**src/shared/pmr_map.vh**
```
// Offsets, field positions, reset values and frame constants of the
// per-port transceiver management register set.
// Assumes inclusion by its bare name from design and bench files.
`ifndef PMR_MAP_VH
`define PMR_MAP_VH

// ==================================================
// Register indices on the management interface
`define PMR_REG_BASIC_CONTROL    5'h00
`define PMR_REG_BASIC_STATUS     5'h01
`define PMR_REG_IDENT_UPPER      5'h02
`define PMR_REG_IDENT_LOWER      5'h03
`define PMR_REG_ADVERT           5'h04

// ==================================================
// Basic control fields
`define PMR_CTL_RENEGOTIATE      9
`define PMR_CTL_FULL_DUPLEX      8
`define PMR_CTL_XOVER_VARIANT    5
`define PMR_CTL_FORCED_PAIR      4
`define PMR_CTL_AUTO_XOVER_OFF   3
`define PMR_CTL_FAULT_DET_OFF    2
`define PMR_CTL_TRANSMIT_OFF     1
`define PMR_CTL_INDICATOR_OFF    0
`define PMR_CTL_WMASK            16'h033f
`define PMR_CTL_RESET            16'h0120

// ==================================================
// Basic status fields
`define PMR_STS_FIXED            16'h7808
`define PMR_STS_NEG_DONE         5
`define PMR_STS_FAR_FAULT        4
`define PMR_STS_LINK_UP          2

// ==================================================
// Advertisement fields
`define PMR_ADV_WMASK            16'h07e0
`define PMR_ADV_RESET            16'h05e0
`define PMR_ADV_FIXED            16'h0801
`define PMR_ADV_PAUSE            10
`define PMR_ADV_LSB              5

// ==================================================
// Serial management frame
`define PMR_MDIO_PREAMBLE        6'h20
`define PMR_MDIO_OP_READ         2'h2
`define PMR_MDIO_OP_WRITE        2'h1
`define PMR_MDIO_HDR_LAST        5'h0c
`define PMR_MDIO_DATA_LAST       5'h0f
`define PMR_PORT_FIRST           5'h01
`define PMR_PORT_LAST            5'h04

// ==================================================
// Serial peripheral bus frame
`define PMR_SPI_CMD_READ         8'h03
`define PMR_SPI_CMD_WRITE        8'h02
`define PMR_SPI_CMD_LAST         5'h07
`define PMR_SPI_ADDR_LAST        5'h0f
`define PMR_SPI_DATA_FIRST       5'h11
`define PMR_SPI_DATA_LAST        5'h17
`define PMR_SPI_DONE             5'h18

`endif

```
**src/pmr_phy_mgmt_regs.v**
```verilog
// Management register set of four 10/100 transceiver ports, reached over
// the serial management pins and over the serial peripheral bus.
// Assumes status inputs come from logic on clock_in; all pins are asynchronous.
//
// Operation
// - Writing one to control bit 9 restarts negotiation; bit resets to zero.
// - Control bit 8 forces full duplex when one, half when zero; resets one.
// - Control bit 5 picks alternate crossover variant when one, native when zero.
// - Control bit 4 forces straight mapping when one, crossed when zero.
// - Control bit 3 disables automatic crossover detection when one.
// - Control bit 2 turns off far end fault detection when one.
// - Control bit 1 stops the port transmitter when one.
// - Control bit 0 switches off the port indicator output when one.
// - Status bit 15 always reads zero, four-pair signalling unsupported.
// - Status bits 14 to 11 read one for the four speed/duplex abilities.
// - Status bit 5 reads one once negotiation has finished.
// - Status bit 4 reads one when a far end fault is detected.
// - Status bit 3 reads one, negotiation supported.
// - Status bit 2 reads one while link is up; follows link_up_in, no reset value.
// - Status bit 0 reads zero, no extended register set.
// - Registers two and three return fixed upper and lower identifier halves.
// - Advertisement bit 10 advertises pause ability; writable, resets one.
// - Advertisement bits 8 to 5 advertise speed/duplex abilities; writable, reset one.
// - Ports use transceiver addresses 1 to 4; only indices 0-4, others read zero.
// - Advertisement bits 4 to 0 read the fixed Ethernet selector value.
// - Every register is also reachable over the serial peripheral bus.

`timescale 1ns/1ps
`include "pmr_map.vh"

module pmr_phy_mgmt_regs #(
  parameter [15:0] IDENT_UPPER = 16'h1234,  // Arbitrary value
  parameter [15:0] IDENT_LOWER = 16'h5678   // Arbitrary value
) (
  input  wire        clock_in,
  input  wire        srst_in,
  input  wire        mdc_in,
  input  wire        mdio_in,
  output reg         mdio_out,
  output reg         mdio_oe_out,
  input  wire        spi_sclk_in,
  input  wire        spi_sel_n_in,
  input  wire        spi_mosi_in,
  output wire        spi_miso_out,
  output reg         spi_miso_oe_out,
  input  wire [3:0]  link_up_in,
  input  wire [3:0]  negotiation_done_in,
  input  wire [3:0]  far_fault_in,
  output reg  [3:0]  renegotiate_trigger_out,
  output wire [3:0]  full_duplex_out,
  output wire [3:0]  crossover_variant_select_out,
  output wire [3:0]  forced_pair_mapping_out,
  output wire [3:0]  auto_crossover_off_out,
  output wire [3:0]  far_fault_detect_off_out,
  output wire [3:0]  transmit_off_out,
  output wire [3:0]  indicator_off_out,
  output wire [19:0] advert_ability_out
);

  // ==================================================
  // Register storage
  reg  [15:0] ctrl_reg [0:3];
  reg  [15:0] adv_reg  [0:3];

  function [15:0] rd_word;
    input [1:0] port;
    input [4:0] index;
    begin
      if (index == `PMR_REG_BASIC_CONTROL) begin
        rd_word = ctrl_reg[port] & `PMR_CTL_WMASK;
      end else if (index == `PMR_REG_BASIC_STATUS) begin
        rd_word = `PMR_STS_FIXED;
        rd_word[`PMR_STS_NEG_DONE]  = negotiation_done_in[port];
        rd_word[`PMR_STS_FAR_FAULT] = far_fault_in[port] &
                                      ~ctrl_reg[port][`PMR_CTL_FAULT_DET_OFF];
        rd_word[`PMR_STS_LINK_UP]   = link_up_in[port];
      end else if (index == `PMR_REG_IDENT_UPPER) begin
        rd_word = IDENT_UPPER;
      end else if (index == `PMR_REG_IDENT_LOWER) begin
        rd_word = IDENT_LOWER;
      end else if (index == `PMR_REG_ADVERT) begin
        rd_word = (adv_reg[port] & `PMR_ADV_WMASK) | `PMR_ADV_FIXED;
      end else begin
        // Partner ability and diagnostics live elsewhere; read as zero
        rd_word = 16'h0000;
      end
    end
  endfunction

  function [15:0] merge;
    input [15:0] old;
    input [15:0] dat;
    input [15:0] mask;
    begin
      merge = (old & ~mask) | (dat & mask);
    end
  endfunction

  // Byte lane of a word for the byte-wide serial bus
  function [7:0] pick_byte;
    input [15:0] word;
    input        hi;
    begin
      pick_byte = hi ? word[15:8] : word[7:0];
    end
  endfunction

  // ==================================================
  // Pin synchronisers and edge detection
  reg  [2:0] mdc_sync;
  reg  [1:0] mdio_sync;
  reg  [2:0] sclk_sync;
  reg  [1:0] sel_n_sync;
  reg  [1:0] mosi_sync;

  always @(posedge clock_in) begin
    if (srst_in) begin
      mdc_sync   <= 3'h0;
      mdio_sync  <= 2'h0;
      sclk_sync  <= 3'h0;
      sel_n_sync <= 2'h3;
      mosi_sync  <= 2'h0;
    end else begin
      mdc_sync   <= {mdc_sync[1:0], mdc_in};
      mdio_sync  <= {mdio_sync[0], mdio_in};
      sclk_sync  <= {sclk_sync[1:0], spi_sclk_in};
      sel_n_sync <= {sel_n_sync[0], spi_sel_n_in};
      mosi_sync  <= {mosi_sync[0], spi_mosi_in};
    end
  end

  // Data and clock see equal delay, so sampling stays aligned
  wire mdc_rise   = mdc_sync[1] & ~mdc_sync[2];
  wire mdio_bit   = mdio_sync[1];
  wire sclk_rise  = sclk_sync[1] & ~sclk_sync[2];
  wire sclk_fall  = ~sclk_sync[1] & sclk_sync[2];
  wire spi_active = ~sel_n_sync[1];
  wire mosi_bit   = mosi_sync[1];

  // ==================================================
  // Serial management frame engine
  localparam [3:0] ST_IDLE = 4'b0001;
  localparam [3:0] ST_HDR  = 4'b0010;
  localparam [3:0] ST_TURN = 4'b0100;
  localparam [3:0] ST_DATA = 4'b1000;

  reg  [3:0]  md_state;
  reg  [5:0]  ones_cnt;
  reg  [4:0]  bit_cnt;
  reg  [11:0] hdr_sh;
  reg  [15:0] md_sh;
  reg         md_read;
  reg  [1:0]  md_port;
  reg  [4:0]  md_index;
  reg         mw_en;

  wire [12:0] frame     = {hdr_sh, mdio_bit};
  wire [4:0]  frame_pa  = frame[9:5];
  wire        port_hit  = (frame_pa >= `PMR_PORT_FIRST) && (frame_pa <= `PMR_PORT_LAST);
  wire [4:0]  pa_less   = frame_pa - `PMR_PORT_FIRST;

  always @(posedge clock_in) begin
    if (srst_in) begin
      md_state    <= ST_IDLE;
      ones_cnt    <= 6'h00;
      bit_cnt     <= 5'h00;
      hdr_sh      <= 12'h000;
      md_sh       <= 16'h0000;
      md_read     <= 1'b0;
      md_port     <= 2'h0;
      md_index    <= 5'h00;
      mw_en       <= 1'b0;
      mdio_out    <= 1'b0;
      mdio_oe_out <= 1'b0;
    end else begin
      mw_en <= 1'b0;
      if (mdc_rise) begin
        case (md_state)
          ST_IDLE: begin
            if (mdio_bit) begin
              if (ones_cnt != `PMR_MDIO_PREAMBLE) begin
                ones_cnt <= ones_cnt + 6'h01;
              end
            end else begin
              // First start bit only counts after a full preamble
              if (ones_cnt == `PMR_MDIO_PREAMBLE) begin
                md_state <= ST_HDR;
                bit_cnt  <= 5'h00;
              end
              ones_cnt <= 6'h00;
            end
          end
          ST_HDR: begin
            hdr_sh  <= frame[11:0];
            bit_cnt <= bit_cnt + 5'h01;
            if (bit_cnt == `PMR_MDIO_HDR_LAST) begin
              bit_cnt  <= 5'h00;
              md_port  <= pa_less[1:0];
              md_index <= frame[4:0];
              md_read  <= (frame[11:10] == `PMR_MDIO_OP_READ);
              if (frame[12] && port_hit &&
                  (frame[11:10] == `PMR_MDIO_OP_READ ||
                   frame[11:10] == `PMR_MDIO_OP_WRITE)) begin
                md_state <= ST_TURN;
              end else begin
                md_state <= ST_IDLE;
              end
            end
          end
          ST_TURN: begin
            bit_cnt <= bit_cnt + 5'h01;
            if (bit_cnt == 5'h00) begin
              if (md_read) begin
                mdio_oe_out <= 1'b1;
                mdio_out    <= 1'b0;
                md_sh       <= rd_word(md_port, md_index);
              end
            end else begin
              md_state <= ST_DATA;
              bit_cnt  <= 5'h00;
              if (md_read) begin
                mdio_out <= md_sh[15];
                md_sh    <= {md_sh[14:0], 1'b0};
              end
            end
          end
          ST_DATA: begin
            bit_cnt <= bit_cnt + 5'h01;
            if (md_read) begin
              mdio_out <= md_sh[15];
              md_sh    <= {md_sh[14:0], 1'b0};
            end else begin
              md_sh <= {md_sh[14:0], mdio_bit};
            end
            if (bit_cnt == `PMR_MDIO_DATA_LAST) begin
              md_state    <= ST_IDLE;
              mdio_oe_out <= 1'b0;
              mdio_out    <= 1'b0;
              mw_en       <= ~md_read;
            end
          end
          default: begin
            md_state <= ST_IDLE;
          end
        endcase
      end
    end
  end

  // ==================================================
  // Serial peripheral bus engine (mode 0, one byte per frame)
  // Address byte: port [7:6], register index [5:1], high byte [0]
  reg  [4:0] spi_cnt;
  reg  [7:0] spi_cmd;
  reg  [7:0] spi_addr;
  reg  [7:0] spi_sh;
  reg  [7:0] spi_out;
  reg        sw_en;

  wire [7:0]  spi_next  = {spi_sh[6:0], mosi_bit};

  assign spi_miso_out = spi_out[7];

  always @(posedge clock_in) begin
    if (srst_in) begin
      spi_cnt         <= 5'h00;
      spi_cmd         <= 8'h00;
      spi_addr        <= 8'h00;
      spi_sh          <= 8'h00;
      spi_out         <= 8'h00;
      spi_miso_oe_out <= 1'b0;
      sw_en           <= 1'b0;
    end else begin
      sw_en <= 1'b0;
      if (!spi_active) begin
        spi_cnt         <= 5'h00;
        spi_miso_oe_out <= 1'b0;
      end else if (sclk_rise && spi_cnt != `PMR_SPI_DONE) begin
        spi_sh  <= spi_next;
        spi_cnt <= spi_cnt + 5'h01;
        if (spi_cnt == `PMR_SPI_CMD_LAST) begin
          spi_cmd <= spi_next;
        end
        if (spi_cnt == `PMR_SPI_ADDR_LAST) begin
          spi_addr <= spi_next;
          if (spi_cmd == `PMR_SPI_CMD_READ) begin
            // Word formed at the sampling edge so live status bits are current
            spi_out         <= pick_byte(rd_word(spi_next[7:6], spi_next[5:1]),
                                         spi_next[0]);
            spi_miso_oe_out <= 1'b1;
          end
        end
        if (spi_cnt == `PMR_SPI_DATA_LAST) begin
          sw_en <= (spi_cmd == `PMR_SPI_CMD_WRITE);
        end
      end else if (sclk_fall && spi_miso_oe_out && spi_cnt >= `PMR_SPI_DATA_FIRST) begin
        spi_out <= {spi_out[6:0], 1'b0};
      end
    end
  end

  // ==================================================
  // Register writes; a management write lands after a bus write to the same bits
  wire [15:0] sw_mask = spi_addr[0] ? 16'hff00 : 16'h00ff;
  wire [15:0] sw_data = {spi_sh, spi_sh};
  integer p;

  always @(posedge clock_in) begin
    if (srst_in) begin
      for (p = 0; p < 4; p = p + 1) begin
        ctrl_reg[p] <= `PMR_CTL_RESET;
        adv_reg[p]  <= `PMR_ADV_RESET;
      end
      renegotiate_trigger_out <= 4'h0;
    end else begin
      renegotiate_trigger_out <= 4'h0;
      if (sw_en) begin
        if (spi_addr[5:1] == `PMR_REG_BASIC_CONTROL) begin
          ctrl_reg[spi_addr[7:6]] <= merge(ctrl_reg[spi_addr[7:6]], sw_data,
                                           sw_mask & `PMR_CTL_WMASK);
          if (sw_mask[`PMR_CTL_RENEGOTIATE] && sw_data[`PMR_CTL_RENEGOTIATE]) begin
            renegotiate_trigger_out[spi_addr[7:6]] <= 1'b1;
          end
        end else if (spi_addr[5:1] == `PMR_REG_ADVERT) begin
          adv_reg[spi_addr[7:6]] <= merge(adv_reg[spi_addr[7:6]], sw_data,
                                          sw_mask & `PMR_ADV_WMASK);
        end
      end
      if (mw_en) begin
        if (md_index == `PMR_REG_BASIC_CONTROL) begin
          ctrl_reg[md_port] <= merge(ctrl_reg[md_port], md_sh, `PMR_CTL_WMASK);
          if (md_sh[`PMR_CTL_RENEGOTIATE]) begin
            renegotiate_trigger_out[md_port] <= 1'b1;
          end
        end else if (md_index == `PMR_REG_ADVERT) begin
          adv_reg[md_port] <= merge(adv_reg[md_port], md_sh, `PMR_ADV_WMASK);
        end
      end
    end
  end

  // ==================================================
  // Per-port controls to the transceiver
  genvar g;
  generate
    for (g = 0; g < 4; g = g + 1) begin : port_ctl
      assign full_duplex_out[g]              = ctrl_reg[g][`PMR_CTL_FULL_DUPLEX];
      assign crossover_variant_select_out[g] = ctrl_reg[g][`PMR_CTL_XOVER_VARIANT];
      assign forced_pair_mapping_out[g]      = ctrl_reg[g][`PMR_CTL_FORCED_PAIR];
      assign auto_crossover_off_out[g]       = ctrl_reg[g][`PMR_CTL_AUTO_XOVER_OFF];
      assign far_fault_detect_off_out[g]     = ctrl_reg[g][`PMR_CTL_FAULT_DET_OFF];
      assign transmit_off_out[g]             = ctrl_reg[g][`PMR_CTL_TRANSMIT_OFF];
      assign indicator_off_out[g]            = ctrl_reg[g][`PMR_CTL_INDICATOR_OFF];
      // Pause, 100 full, 100 half, 10 full, 10 half
      assign advert_ability_out[g*5 +: 5]    = {adv_reg[g][`PMR_ADV_PAUSE],
                                                adv_reg[g][8:`PMR_ADV_LSB]};
    end
  endgenerate

endmodule

```
**config.mk**
```make
export PLATFORM = sky130hd
export DESIGN_NAME = pmr_phy_mgmt_regs
export DESIGN_NICKNAME = d
export VERILOG_FILES = /design/src/pmr_phy_mgmt_regs.v
export VERILOG_INCLUDE_DIRS = /design/src /design/src/shared
export SDC_FILE = /design/constraint.sdc
export NUM_CORES = 1
export LEC_CHECK = 0
export BUFFER_PORTS_ARGS = -buffer_cell sky130_fd_sc_hd__clkbuf_2
export CORE_MARGIN = 5
export CORE_UTILIZATION = 25
export DETAILED_ROUTE_END_ITERATION = 7
export PLACE_DENSITY = 0.48
export RECOVER_POWER = 50
export SYNTH_ARGS = -nofsm -noshare
export SYNTH_HDL_FRONTEND = slang
export SYNTH_SLANG_ARGS = --single-unit
```
**constraint.sdc**
```tcl
create_clock -name clock_in -period 2.65 [get_ports clock_in]
set_input_delay 0.1325 -clock clock_in [delete_from_list [all_inputs] [get_ports clock_in]]
set_output_delay 0.1325 -clock clock_in [all_outputs]
set_load 0.005 [all_outputs]
```
### Word-level counts from Yosys, hierarchy flattened

Memories as Yosys holds them, arrays and structs flattened. A register that Yosys moved wholly into a read port is not among the register bits.
Index checks and enable logic that the tools add are counted.

* register bits: 109
* memory bits (writable): 128
* input port bits: 19
* output and inout port bits: 56
* word-level logic and storage cells: 250
* memories kept: 2

Memory list
* adv_reg: words 4, width 16, read ports 7, clocked after memory_dff 3, write ports 4, line pmr_phy_mgmt_regs.v:63 `reg [15:0] adv_reg [0:3];`
* ctrl_reg: words 4, width 16, read ports 7, clocked after memory_dff 3, write ports 4, line pmr_phy_mgmt_regs.v:62 `reg [15:0] ctrl_reg [0:3];`

* add/sub/neg operators: 4
* order comparisons: 8
* equality and inequality tests: 36
* mux-type cells: 111
* bitwise gates (word level): 28
* reductions and logical operators: 37

Operators by type and width (count)
* two-way mux 15 bit: 8
* two-way mux 16 bit: 7
* OR reduction 16 bit: 4
* two-way mux 4 bit: 12
* two-way mux 1 bit: 40
* two-way mux 8 bit: 5
* bitwise AND 16 bit: 2
* two-way mux 2 bit: 16
* OR 16 bit: 2
* case mux 16 bit (2 select lines): 1
* two-way mux 12 bit: 2
* AND reduction 3 bit: 7
* == test 5 x 2 -> 1 bit, second input constant: 4
* == test 5 x 3 -> 1 bit, second input constant: 4
* zero test 5 bit: 4
* two-way mux 5 bit: 4
* case mux 5 bit (4 select lines): 1
* bitwise AND 16 x 10 -> 16 bit: 1
* bitwise AND 16 x 11 -> 16 bit: 1
* == test 8 x 2 -> 1 bit, second input constant: 2
* NOT 10 -> 16 bit: 1
* NOT 11 -> 16 bit: 1
* OR 16 x 10 -> 16 bit: 1
* OR 16 x 11 -> 16 bit: 1
* 43 further kinds: 93

### Depth between registers and ports, before layout

* word-level depth: 12
* depth in mapped cells: 10
* depth with buffers taken out: 8

### Least setup slack after synthesis

Ideal clock, no wire load.

* path type: flip-flop to flip-flop
* from: reg spi_cnt[0]
* to: reg spi_out[1]
* data arrival time: 2027 ps
* path slack: 553 ps
* stages on the path, launching flop included: 11
* buffers on the path: 2
* clock period less this slack: 2097 ps
* path through: dfxtp_1 > ha_1 > and3_1 > ha_1 > buf_2 > and4b_1 > nand4b_1 > a21oi_2 > buf_2 > o2111ai_1 > a21oi_1

* longest elaborated chain between the ends: 4

RTL lines
* from (decl): line pmr_phy_mgmt_regs.v:253 `reg [4:0] spi_cnt;`
* from (signal assigned): line pmr_phy_mgmt_regs.v:280 `spi_cnt <= spi_cnt + 5'h01;`
* greater-or-equal comparator 5 bit (no source line) / != test 5 bit (equally long branches)
* logical AND 1 bit (no source line)
* nonzero test 2 bit (no source line) / != test 2 x 1 -> 1 bit (equally long branches)
* AND reduction 4 bit (no source line)
* to (signal assigned): line pmr_phy_mgmt_regs.v:288 `spi_out <= pick_byte(rd_word(spi_next[7:6], spi_next[5:1]),`
* to (signal assigned): line pmr_phy_mgmt_regs.v:297 `spi_out <= {spi_out[6:0], 1'b0};`
* to (decl): line pmr_phy_mgmt_regs.v:257 `reg [7:0] spi_out;`

Several ways; a longest one is shown, not always the timed one.
A chain may end at the register's enable or synchronous reset.

==> flow_summary.json <==
{
  "syn_area_per_cell_um2": 9.89,
  "drc": 0,
  "route.final.wire_length_um": 30000,
  "tns_ns": 0,
  "io_buffers": 74,
  "cp-end-kind": "register",
  "cts.sinks": 171,
  "skew_ns": 0.0116,
  "coreArea_um2": 37800,
  "min_period_ns": 2.34,
  "yosysWarnings": 0,
  "clk_latency_ns": 0.44,
  "outcome": "finished clean",
  "synth_common_cells": "dfxtp_1, nand2_1, nor2_1",
  "grt_pass1_wl_um": 46200,
  "synth.top_cell.area_share": 0.240,
  "yosysMostFrequentCell": "dfxtp_1",
  "grt_max_degree": 112,
  "htree_levels": 4,
  "max_freq_ghz": 0.428,
  "clockBufferDepth": 2,
  "tightest_slew_ns": 0.764,
  "grt.overflow.total": 0,
  "hold_depth": 3,
  "pin_count": 75,
  "register_area_um2": 3980,
  "area.growth.synth_to_final_pct": 11.6,
  "die_h_um": 206,
  "required_ns": 2.91,
  "arrival_ns": 2.60,
  "worstPathMaxFanout": 6,
  "synth_ff_type": "dfxtp_1",
  "path_class": "register to register",
  "synthCells": 971,
  "maxSlewHeadroom": 0.490,
  "fp-row-count": 71,
  "peakVddDrop_uv": 341,
  "rsz0062_at_grt": "false",
  "cp-start-kind": "register",
  "drt_pass1_iterations": 5,
  "ys_ff_latch": 171,
  "placed_area_um2": 10200,
  "nNetsFinal": 1011,
  "cts_made_buffers": 17,
  "drt_iter0_drc": 576,
  "slew_viol_final": 0,
  "antenna_cells": 0,
  "ys_seq_area_frac": 0.415,
  "fin_crit_sh": 0.881,
  "fin_area_um2": 10700,
  "hp-class": "input pin to register",
  "multiInputGateArea_um2": 4800,
  "cts_tree": "yes",
  "synth_edf_count": 56,
  "grtUsageTotal": 0.142,
  "netlist_top_cells_area": "dfxtp_1, edfxtp_1, mux4_2",
  "yosys.area.top_type": "dfxtp_1",
  "post_drt_wl_per_cell_um": 20.0,
  "syn-cell-area_um2": 9610,
  "vias": 7567,
  "place_ws_ns": 0.392,
  "drive_gt1_frac": 0.170,
  "maxCapViolCount": 0,
  "cts_resized": 0,
  "async_reset_ff_frac": 0,
  "ant_nets": 0,
  "start_util": 0.254,
  "fillers": 3956,
  "finalHoldViolCount": 0,
  "power_leakage_nw": 3.45,
  "cellPowerDensity_nw_per_um2": 522,
  "syn_nets": 1002,
  "cts_root_buf": "clkbuf_16",
  "post_cts_buffers": 0,
  "setup_viol_count_final": 0,
  "worst-r2r-cell-count": 6,
  "path_clk_slew_ns": 0.07,
  "largest_register_ffs": 32,
  "chipWidth_um": 206,
  "design.die.area_um2": 42400,
  "ys_types": 81,
  "grt_antenna_before_repair": 0,
  "dp_hpwl_um": 22000,
  "detail_route.vias_per_cell": 5.03,
  "setup_slack_ns": 0.315,
  "routabilityCongestion": 0.900,
  "grt_pass1_vias": 7501
}
==> worst max-delay path, cell delays in order (launching register included) <==
cell	delay [ns]
dfxtp_1	0.32
nor4_1	0.38
and3b_1	0.35
nor2b_1	0.35
clkbuf_1	0.31
nand2_1	0.22
o21ai_0	0.24
==> cells in the final DEF, fill, tap and decap left out, types with 25 or more instances in the layout <==
cell type,n
o21ai_0,46
nor2_1,89
mux2i_1,26
buf_4,25
nand3_1,39
dfxtp_1,115
edfxtp_1,56
nand2_1,92
mux4_2,47
clkbuf_1,45
a21oi_1,57
clkbuf_2,35
==> report_power, final <==
group | internal (mW) | switching, mW
combinational | 0.0696 | 0.107
clock | 1.51 | 1.16
sequential | 2.72 | 0.0252
total | 4.30 | 1.29
==> cell type report <==
type,count,area share
flip-flops and latches,171,0.372
repair buffers,111,0.0562
well taps,511,0.0597
multi-input cells,657,0.448
clock inverters,14,0.0169
clock buffers,18,0.0400
inverters,22,0.00771
==> path summary, 6_finish.rpt <==
| kind | to | from | slack (ns) |
|---|---|---|---|
| hold reg to reg | sel_n_sync[1] | sel_n_sync[0] | 0.42 |
| setup reg to reg | ctrl_reg[0][4] | spi_addr[1] | 0.31 |
| hold / removal | spi_cmd[7] | srst_in | 0.29 |
| setup / recovery | ctrl_reg[0][4] | spi_addr[1] | 0.31 |
==> cell families (layout without fill, tap and decap cells) <==
logic type	after synthesis	in the layout	synth area share
adder cells (fa/ha/maj)	12	12	0.0156
AO/OA/AOI/OAI	206	206	0.143
AND/OR/NAND/NOR	352	352	0.193
flip-flops	171	171	0.415
XOR/XNOR	8	8	0.00729
multiplexers	79	79	0.144
buffers and inverters	143	165	0.0821
==> timing repair <==
| item | 4_1_cts | 5_1_grt |
|---|---|---|
| endpoints found under the setup margin | 0 | 0 |
| hold endpoints to repair | 5 | 0 |
| hold buffers | 5 | 0 |
==> metrics by stage <==
stage	power, mW	utilization	hold slack, ns	std cells
final	5.59	0.284	0.288	1504
after global routing	5.78	0.284	0.291	1504
after CTS	5.65	0.287	0.276	1504
after detailed placement	2.98	0.270	0.359	1467
after global placement	2.98	0.270	0.355	1467
after floorplan	2.91	-	0.236	971
==> layer usage <==
| layer | vias up | global-route usage | part of all wire |
|---|---|---|---|
| li1 | 3553 | - | - |
| met3 | 42 | 0.0246 | 0.050 |
| met2 | 220 | 0.245 | 0.50 |
| met1 | 3752 | 0.180 | 0.43 |
| met4 | 0 | 0.0452 | 0.025 |
| met5 | - | 0 | 0 |
Power figures use the tool's default switching activity.
